### src/core/flash_status_params.svh
// Constants of the flash status block
`ifndef FLASH_STATUS_PARAMS_SVH
`define FLASH_STATUS_PARAMS_SVH
// ****************************************
// Status word layout
// ****************************************
`define STAT_W 16
`define STAT_RESET 16'h0080
`define BIT_CRC_SUSP 8
`define BIT_READY 7
`define BIT_ERS_SUSP 6
`define BIT_ERS_FAIL 5
`define BIT_PGM_FAIL 4
`define BIT_BUF_ABORT 3
`define BIT_PGM_SUSP 2
`define BIT_PROT_ERR 1
`define BIT_SEC_RESULT 0
`define RESERVED_LSB 9
`define RESERVED_W 7
`define CRC_END_W 26
`define CRC_END_RESET 26'h3ffffff
`endif

### src/core/flash_status_pkg.sv
// Types of the flash status block
package flash_status_pkg;
  // ****************************************
  // Types
  // ****************************************
  // Embedded operation activity
  typedef enum logic [4:0] {
    OP_IDLE = 5'b00001,
    OP_PROGRAM = 5'b00010,
    OP_SECTOR_ERASE = 5'b00100,
    OP_CHIP_ERASE = 5'b01000,
    OP_CRC = 5'b10000
  } op_state_t;
endpackage : flash_status_pkg

### src/core/flash_status_register_logic.sv
// Status word, overlay read and fail flags of the flash status block
`timescale 1ns/1ps
`include "flash_status_params.svh"
module flash_status_register_logic (
  // Clock and reset
  input wire logic ref_clk_i,
  input wire logic rst_n_i,
  // Decoded command pulses
  input wire logic status_read_cmd_i,
  input wire logic clear_status_cmd_i,
  input wire logic soft_reset_cmd_i,
  input wire logic erase_suspend_cmd_i,
  input wire logic erase_resume_cmd_i,
  input wire logic program_suspend_cmd_i,
  input wire logic program_resume_cmd_i,
  input wire logic crc_suspend_cmd_i,
  input wire logic crc_resume_cmd_i,
  // Operation starts
  input wire logic program_start_i,
  input wire logic sector_erase_start_i,
  input wire logic chip_erase_start_i,
  input wire logic crc_start_i,
  input wire logic target_in_suspended_sector_i,
  input wire logic target_protected_i,
  // Operation completion
  input wire logic op_done_i,
  input wire logic op_fail_i,
  input wire logic buffer_abort_i,
  input wire logic sector_query_done_i,
  input wire logic sector_query_ok_i,
  // CRC end pointer load
  input wire logic crc_end_we_i,
  input wire logic [`CRC_END_W-1:0] crc_end_wdata_i,
  // Read access
  input wire logic read_access_i,
  input wire logic [15:0] array_rdata_i,
  // Outputs
  output logic [15:0] read_data_o,
  output logic overlay_active_o,
  output logic [`STAT_W-1:0] status_o,
  output logic [`CRC_END_W-1:0] crc_end_pointer_o,
  output logic op_accepted_o
);
  // ****************************************
  // Internal state
  // ****************************************
  flash_status_pkg::op_state_t op_q;
  flash_status_pkg::op_state_t op_d;
  logic [8:0] flags_q;
  logic [8:0] flags_d;
  logic overlay_q;
  logic overlay_d;
  logic [15:0] rdata_q;
  logic [15:0] rdata_d;
  logic [`CRC_END_W-1:0] crc_end_q;
  logic [`CRC_END_W-1:0] crc_end_d;
  logic accepted_q;
  logic accepted_d;
  logic [`RESERVED_W-1:0] noise;
  logic [`STAT_W-1:0] status_word;
  logic ready;
  logic ers_susp;
  logic pgm_susp;
  logic illegal_pgm;
  logic illegal_ers;

  // ****************************************
  // Flag helpers
  // ****************************************
  // Result bits zeroed, state bits kept
  function automatic logic [8:0] results_cleared(input logic [8:0] f);
    logic [8:0] r;
    r = f;
    r[`BIT_ERS_FAIL] = 1'b0;
    r[`BIT_PGM_FAIL] = 1'b0;
    r[`BIT_BUF_ABORT] = 1'b0;
    r[`BIT_PROT_ERR] = 1'b0;
    r[`BIT_SEC_RESULT] = 1'b0;
    return r;
  endfunction : results_cleared

  // Program refused while program-suspended or into the erase-suspended sector
  function automatic logic program_refused(
    input logic start,
    input logic in_susp_sector,
    input logic e_susp,
    input logic p_susp
  );
    return start && ((e_susp && in_susp_sector) || p_susp);
  endfunction : program_refused

  // Erase of any kind refused while erase- or program-suspended
  function automatic logic erase_refused(
    input logic sector,
    input logic chip,
    input logic e_susp,
    input logic p_susp
  );
    return (sector || chip) && (e_susp || p_susp);
  endfunction : erase_refused

  // Status word from its parts
  function automatic logic [`STAT_W-1:0] pack_status(
    input logic [`RESERVED_W-1:0] rsv,
    input logic [8:0] f,
    input logic rdy
  );
    return {rsv, f[8], rdy, f[6:0]};
  endfunction : pack_status

  // ****************************************
  // Reserved bits
  // ****************************************
  // Undefined reserved bits
  reserved_noise u_noise (
    .ref_clk_i(ref_clk_i),
    .rst_n_i(rst_n_i),
    .bits_o(noise)
  );

  // ****************************************
  // Status view
  // ****************************************
  // Ready and suspend views
  assign ready = (op_q == flash_status_pkg::OP_IDLE);
  assign ers_susp = flags_q[`BIT_ERS_SUSP];
  assign pgm_susp = flags_q[`BIT_PGM_SUSP];
  assign illegal_pgm = program_refused(program_start_i,
    target_in_suspended_sector_i, ers_susp, pgm_susp);
  assign illegal_ers = erase_refused(sector_erase_start_i,
    chip_erase_start_i, ers_susp, pgm_susp);

  // Assembled status word; reserved bits float
  assign status_word = pack_status(noise, flags_q, ready);

  // ****************************************
  // Operation and flags
  // ****************************************
  // Operation tracking and flag updates
  always_comb begin
    op_d = op_q;
    flags_d = flags_q;
    accepted_d = 1'b0;
    flags_d[`BIT_READY] = 1'b0;
    // Clear result bits; events below win over it
    if (clear_status_cmd_i || soft_reset_cmd_i) begin
      flags_d = results_cleared(flags_d);
    end
    unique case (op_q)
      flash_status_pkg::OP_IDLE: begin
        if (illegal_pgm) begin
          flags_d[`BIT_PGM_FAIL] = 1'b1;
        end else if (illegal_ers) begin
          flags_d[`BIT_ERS_FAIL] = 1'b1;
        end else if (program_start_i && target_protected_i) begin
          flags_d[`BIT_PGM_FAIL] = 1'b1;
          flags_d[`BIT_PROT_ERR] = 1'b1;
        end else if (sector_erase_start_i && target_protected_i) begin
          flags_d[`BIT_ERS_FAIL] = 1'b1;
          flags_d[`BIT_PROT_ERR] = 1'b1;
        end else if (program_start_i) begin
          op_d = flash_status_pkg::OP_PROGRAM;
          accepted_d = 1'b1;
        end else if (sector_erase_start_i) begin
          op_d = flash_status_pkg::OP_SECTOR_ERASE;
          accepted_d = 1'b1;
        end else if (chip_erase_start_i) begin
          op_d = flash_status_pkg::OP_CHIP_ERASE;
          accepted_d = 1'b1;
        end else if (crc_start_i || (crc_resume_cmd_i &&
                     flags_q[`BIT_CRC_SUSP])) begin
          op_d = flash_status_pkg::OP_CRC;
          flags_d[`BIT_CRC_SUSP] = 1'b0;
          accepted_d = 1'b1;
        end else if (erase_resume_cmd_i && ers_susp && !pgm_susp) begin
          op_d = flash_status_pkg::OP_SECTOR_ERASE;
          flags_d[`BIT_ERS_SUSP] = 1'b0;
        end else if (program_resume_cmd_i && pgm_susp) begin
          op_d = flash_status_pkg::OP_PROGRAM;
          flags_d[`BIT_PGM_SUSP] = 1'b0;
        end
        if (sector_query_done_i) begin
          flags_d[`BIT_SEC_RESULT] = sector_query_ok_i;
        end
      end
      flash_status_pkg::OP_PROGRAM: begin
        if (program_suspend_cmd_i || erase_suspend_cmd_i) begin
          op_d = flash_status_pkg::OP_IDLE;
          flags_d[`BIT_PGM_SUSP] = 1'b1;
        end else if (buffer_abort_i) begin
          op_d = flash_status_pkg::OP_IDLE;
          flags_d[`BIT_BUF_ABORT] = 1'b1;
          flags_d[`BIT_PGM_FAIL] = 1'b1;
        end else if (op_done_i) begin
          op_d = flash_status_pkg::OP_IDLE;
          flags_d[`BIT_PGM_FAIL] = op_fail_i;
        end
      end
      flash_status_pkg::OP_SECTOR_ERASE: begin
        if (erase_suspend_cmd_i) begin
          op_d = flash_status_pkg::OP_IDLE;
          flags_d[`BIT_ERS_SUSP] = 1'b1;
        end else if (op_done_i) begin
          op_d = flash_status_pkg::OP_IDLE;
          flags_d[`BIT_ERS_FAIL] = op_fail_i;
        end
      end
      flash_status_pkg::OP_CHIP_ERASE: begin
        // Suspend ignored; protected skips raise nothing
        if (op_done_i) begin
          op_d = flash_status_pkg::OP_IDLE;
          flags_d[`BIT_ERS_FAIL] = op_fail_i;
        end
      end
      flash_status_pkg::OP_CRC: begin
        if (crc_suspend_cmd_i) begin
          op_d = flash_status_pkg::OP_IDLE;
          flags_d[`BIT_CRC_SUSP] = 1'b1;
        end else if (op_done_i) begin
          op_d = flash_status_pkg::OP_IDLE;
        end
      end
      default: begin
        op_d = flash_status_pkg::OP_IDLE;
      end
    endcase
  end

  // ****************************************
  // Operation registers
  // ****************************************
  // Operation state registers; reset gives 0080 view
  always_ff @(posedge ref_clk_i or negedge rst_n_i) begin
    if (!rst_n_i) begin
      op_q <= flash_status_pkg::OP_IDLE;
      flags_q <= 9'h000;
      accepted_q <= 1'b0;
    end else begin
      op_q <= op_d;
      flags_q <= flags_d;
      accepted_q <= accepted_d;
    end
  end

  // ****************************************
  // Overlay read
  // ****************************************
  // Overlay arm and single-read consume
  always_comb begin
    overlay_d = overlay_q;
    rdata_d = rdata_q;
    if (read_access_i) begin
      if (overlay_q) begin
        rdata_d = status_word;
      end else begin
        rdata_d = array_rdata_i;
      end
      overlay_d = 1'b0;
    end
    if (status_read_cmd_i) begin
      overlay_d = 1'b1;
    end
  end

  // ****************************************
  // Overlay registers
  // ****************************************
  // Overlay and read data registers
  always_ff @(posedge ref_clk_i or negedge rst_n_i) begin
    if (!rst_n_i) begin
      overlay_q <= 1'b0;
      rdata_q <= 16'h0000;
    end else begin
      overlay_q <= overlay_d;
      rdata_q <= rdata_d;
    end
  end

  // ****************************************
  // CRC end pointer
  // ****************************************
  // CRC end pointer next value
  always_comb begin
    crc_end_d = crc_end_q;
    if (crc_end_we_i && ready) begin
      crc_end_d = crc_end_wdata_i;
    end
  end

  // CRC end pointer register
  always_ff @(posedge ref_clk_i or negedge rst_n_i) begin
    if (!rst_n_i) begin
      crc_end_q <= `CRC_END_RESET;
    end else begin
      crc_end_q <= crc_end_d;
    end
  end

  // ****************************************
  // Outputs
  // ****************************************
  // Outputs
  assign read_data_o = rdata_q;
  assign overlay_active_o = overlay_q;
  assign status_o = status_word;
  assign crc_end_pointer_o = crc_end_q;
  assign op_accepted_o = accepted_q;
endmodule : flash_status_register_logic

### src/core/reserved_noise.sv
// Free-running pattern for reserved status bits
`timescale 1ns/1ps
`include "flash_status_params.svh"
module reserved_noise (
  // Clock and reset
  input wire logic ref_clk_i,
  input wire logic rst_n_i,
  // Pattern out
  output logic [`RESERVED_W-1:0] bits_o
);
  logic [`RESERVED_W-1:0] lfsr_q;
  logic [`RESERVED_W-1:0] lfsr_d;

  // ****************************************
  // Pattern generator
  // ****************************************
  // Seven-bit maximal LFSR step
  always_comb begin
    lfsr_d = {lfsr_q[5:0], lfsr_q[6] ^ lfsr_q[5]};
  end

  // Pattern register
  always_ff @(posedge ref_clk_i or negedge rst_n_i) begin
    if (!rst_n_i) begin
      lfsr_q <= 7'h01;
    end else begin
      lfsr_q <= lfsr_d;
    end
  end

  assign bits_o = lfsr_q;
endmodule : reserved_noise

### config.mk
export PLATFORM = sky130hd
export DESIGN_NAME = flash_status_register_logic
export DESIGN_NICKNAME = d
export VERILOG_FILES = /design/src/core/flash_status_pkg.sv /design/src/core/flash_status_register_logic.sv /design/src/core/reserved_noise.sv
export VERILOG_INCLUDE_DIRS = /design/src /design/src/core
export SDC_FILE = /design/constraint.sdc
export NUM_CORES = 1
export LEC_CHECK = 0
export BUFFER_PORTS_ARGS = -buffer_cell sky130_fd_sc_hd__buf_2
export CAP_MARGIN = 20
export CORE_MARGIN = 2
export CORE_UTILIZATION = 30
export CTS_CLUSTER_SIZE = 16
export DETAILED_ROUTE_END_ITERATION = 10
export MAX_ROUTING_LAYER = met4
export PLACE_DENSITY = 0.53
export RECOVER_POWER = 25
export SYNTH_ARGS = -nofsm -noshare
export SYNTH_HDL_FRONTEND = slang
export SYNTH_SLANG_ARGS = --single-unit
export TNS_END_PERCENT = 20
### constraint.sdc
create_clock -name ref_clk_i -period 2.7 [get_ports ref_clk_i]
set_input_delay 0.135 -clock ref_clk_i [delete_from_list [all_inputs] [get_ports ref_clk_i]]
set_output_delay 0.135 -clock ref_clk_i [all_outputs]
set_load 0.01 [all_outputs]
==> metrics.md <==
| Metric | Value |
|---|---|
| Peak supply drop | 0.2866 mV |
| I/O Pins | 126 |
| Clock sinks | 64 |
| Unrepaired setup endpoints after global routing | false |
| Worst skew pair latency | 340 ps |
| Post-layout worst setup margin | 449.2 ps |
| Max Fclk | 0.4443 GHz |
| Hold Crit Depth | 2 |
| Area leader, netlist | dfrtp_1 |
| DRC Markers | 0 |
| Clock tree buffer depth | 2 |
| Die area | 0.01056 sq mm |
| Worst-margin pin slew | 949.1 ps |
| Pleak | 1.815 nW |
| Hold Vio Cnt, Final | 0 |
| Met1 wire length | 3429 microns |
| Fill cells | 999 |
| Crit path capture type | flop |
| Synthesized Nets | 311 |
| Post-synth EDFFs | 0 |
| Slew margin rel. | 0.3673 |
| Max Slew Vio Count | 0 |
| CTS resizes | 0 |
| Syn_area_per_cell | 11.95 sq um |
| RePlAce Congestion | 0.8566 |
| HPWL Detailed | 5315 microns |
| Count leader, synth | dfrtp_1 |
| Layout cells sized above 1 | 0.4718 |
| Vias per Instance | 4.672 |
| # rows | 36 |
| Worst EP required | 2960 ps |
| Min Tclk post-route | 2251 ps |
| First-pass GRT wire length | 11120 microns |
| Port bufs | 125 |
| Status | finished, final reports clean |
| # nets final | 434 |
| Mapped cell area | 0.002927 sq mm |
| All-layer global routing usage | 0.1442 |
| Routed via count | 2364 |
| WS Path Type | reg2reg |
| Final wirelength | 7183 microns |
| Num CTS Buffers | 9 |
| Setup violators final | 0 |
| Crit Path Max Fanout | 26 |
| Reg2Reg Depth | 5 |
| Skew final | 6.300 ps |
| Cells after Synth | 245 |
| Syn. warnings | 0 |
| Yosys top cell area share | 0.3078 |
| Pre-CTS WS | 453.6 ps |
| ANT nets after route | 0 |
| Antenna Cells | 0 |
| Fin Hold WS | 27.19 ps |
| Unique masters post-synth | 46 |
| Highest routed layer | met4 |
| Setup crit start kind | flop |
| Worst hold path type | in2reg |
| CTS tree | yes |
| CP Data Arrival Time | 2510 ps |
| Sequential Area | 0.001637 sq mm |
| Starting Density | 0.3036 |
| H-tree depth | 3 |
| Synth top area cells | dfrtp_1, dfstp_2, mux2_2 |
| Max_cap viols | 0 |
| Power consumption | 0.003729 W |
| Initial antenna violation count | 0 |
| Met3 WL | 398 microns |
| Grt ovf | 0 |
| Met2 WL | 3271 microns |
| DR iter-0 viols | 88 |
| Period Utilization, post-route | 0.8336 |
| Routed len/inst | 14.20 microns |
| Ys flop type | dfrtp_1 |
| Area of the core | 0.009639 sq mm |
| 1st-pass router iterations | 4 |
| Area grow syn2layout | 31.17% |
| Die H | 102.8 microns |
| Commonest cells in the netlist | dfrtp_1, dfstp_2, nor2_1, mux2_2, a21oi_1 |
| Ys async rst share | 1.000 |
| Largest net degree at the start of global routing | 38 |
| Post-CTS Setup Bufs | 0 |
| Fin Setup TNS | 0 ps |
| Area of the multi-input gates | 0.001179 sq mm |
| Clock transition at path regs | 70 ps |
| Clock Tree Root | clkbuf_8 |
| Flops & latches, synth | 64 |
| Number of global-route vias before repair | 2229 |
| Power per cell area | 971.3 mW/mm^2 |
| Register area share after synthesis | 0.5592 |
| DIE WIDTH | 102.8 microns |
sequential cells by signal, indices dropped and copies added, names as in the netlist:
name               flops
crc_end_pointer_o     26
read_data_o           16
flags_q                8
u_noise.bits_o         7
op_q                   5
op_accepted_o          1
overlay_active_o       1
through the flow:
| stage | cells | util | area (sq um) |
|---|---|---|---|
| floorplan | 245 | - | 2927 |
| global placement | 487 | 0.3769 | 3633 |
| detailed placement | 487 | 0.3769 | 3633 |
| CTS | 506 | 0.4017 | 3872 |
| global route | 506 | 0.3982 | 3839 |
| finish | 506 | 0.3982 | 3839 |
worst max-delay path, stage by stage (launching register included):
cell and delay [ps]:
dfrtp_1 450, or3_4 440, or3b_4 420, inv_2 220, nand2_4 250, mux2_1 380
area by class of cell:
cell class              instances  area share
clock inverters                 3     0.01043
inverters                       3    0.002934
clock buffers                  13     0.04400
multi-input cells             160      0.3070
flip-flops and latches         64      0.4263
repair buffers                130      0.1659
well taps                     133     0.04335
where the power goes:
group	switching (W)	leakage [nW]	total, W	internal [W]
registers	0.000214	0.754	0.00162	0.00141
clock network	0.000352	0.109	0.000851	0.000499
logic	0.000639	0.951	0.00125	0.000615
total	0.00120	1.81	0.00373	0.00252
cells by family after synthesis:
family	after synthesis	synth area share
XOR/XNOR	2	0.005987
AO/OA/AOI/OAI	55	0.1257
flip-flops	64	0.5592
multiplexers	43	0.1586
AND/OR/NAND/NOR	60	0.1124
buffers and inverters	21	0.03805
per-layer routing:
layer,up-vias,GRT usage
met5,-,-
met4,0,0.04555
met3,8,0.04610
met2,86,0.2112
met1,1131,0.1907
li1,1139,-
placed cells by master, fill, tap and decap left out, types with 4 or more instances in the layout:
cell,instances
clkbuf_1,28
nand2_1,7
nand3_1,4
dfstp_2,27
dfrtp_1,36
clkbuf_8,12
a21oi_1,24
nor2_1,27
o21ai_0,5
buf_2,98
mux2_2,26
mux2i_1,16
nor3_1,4
final timing paths:
| kind | from | to | slack [ps] |
|---|---|---|---|
| setup reg to reg | op_q[2] | crc_end_pointer_o[19] | 450 |
| min in group asynchronous | rst_n_i | op_q[4] | 440 |
| hold reg to reg | u_noise.bits_o[1] | u_noise.bits_o[2] | 400 |
| hold / removal | crc_end_wdata_i[8] | crc_end_pointer_o[8] | 30 |
| setup / recovery | op_q[2] | crc_end_pointer_o[19] | 450 |
| max in group asynchronous | rst_n_i | crc_end_pointer_o[11] | 1340 |
timing repair:
| action | CTS | global route |
|---|---|---|
| hold buffers | 3 | 0 |
| hold endpoints to repair | 35 | 0 |
| endpoints found under the setup margin | 0 | 0 |
No activity file was read; power rests on OpenSTA's default activity.
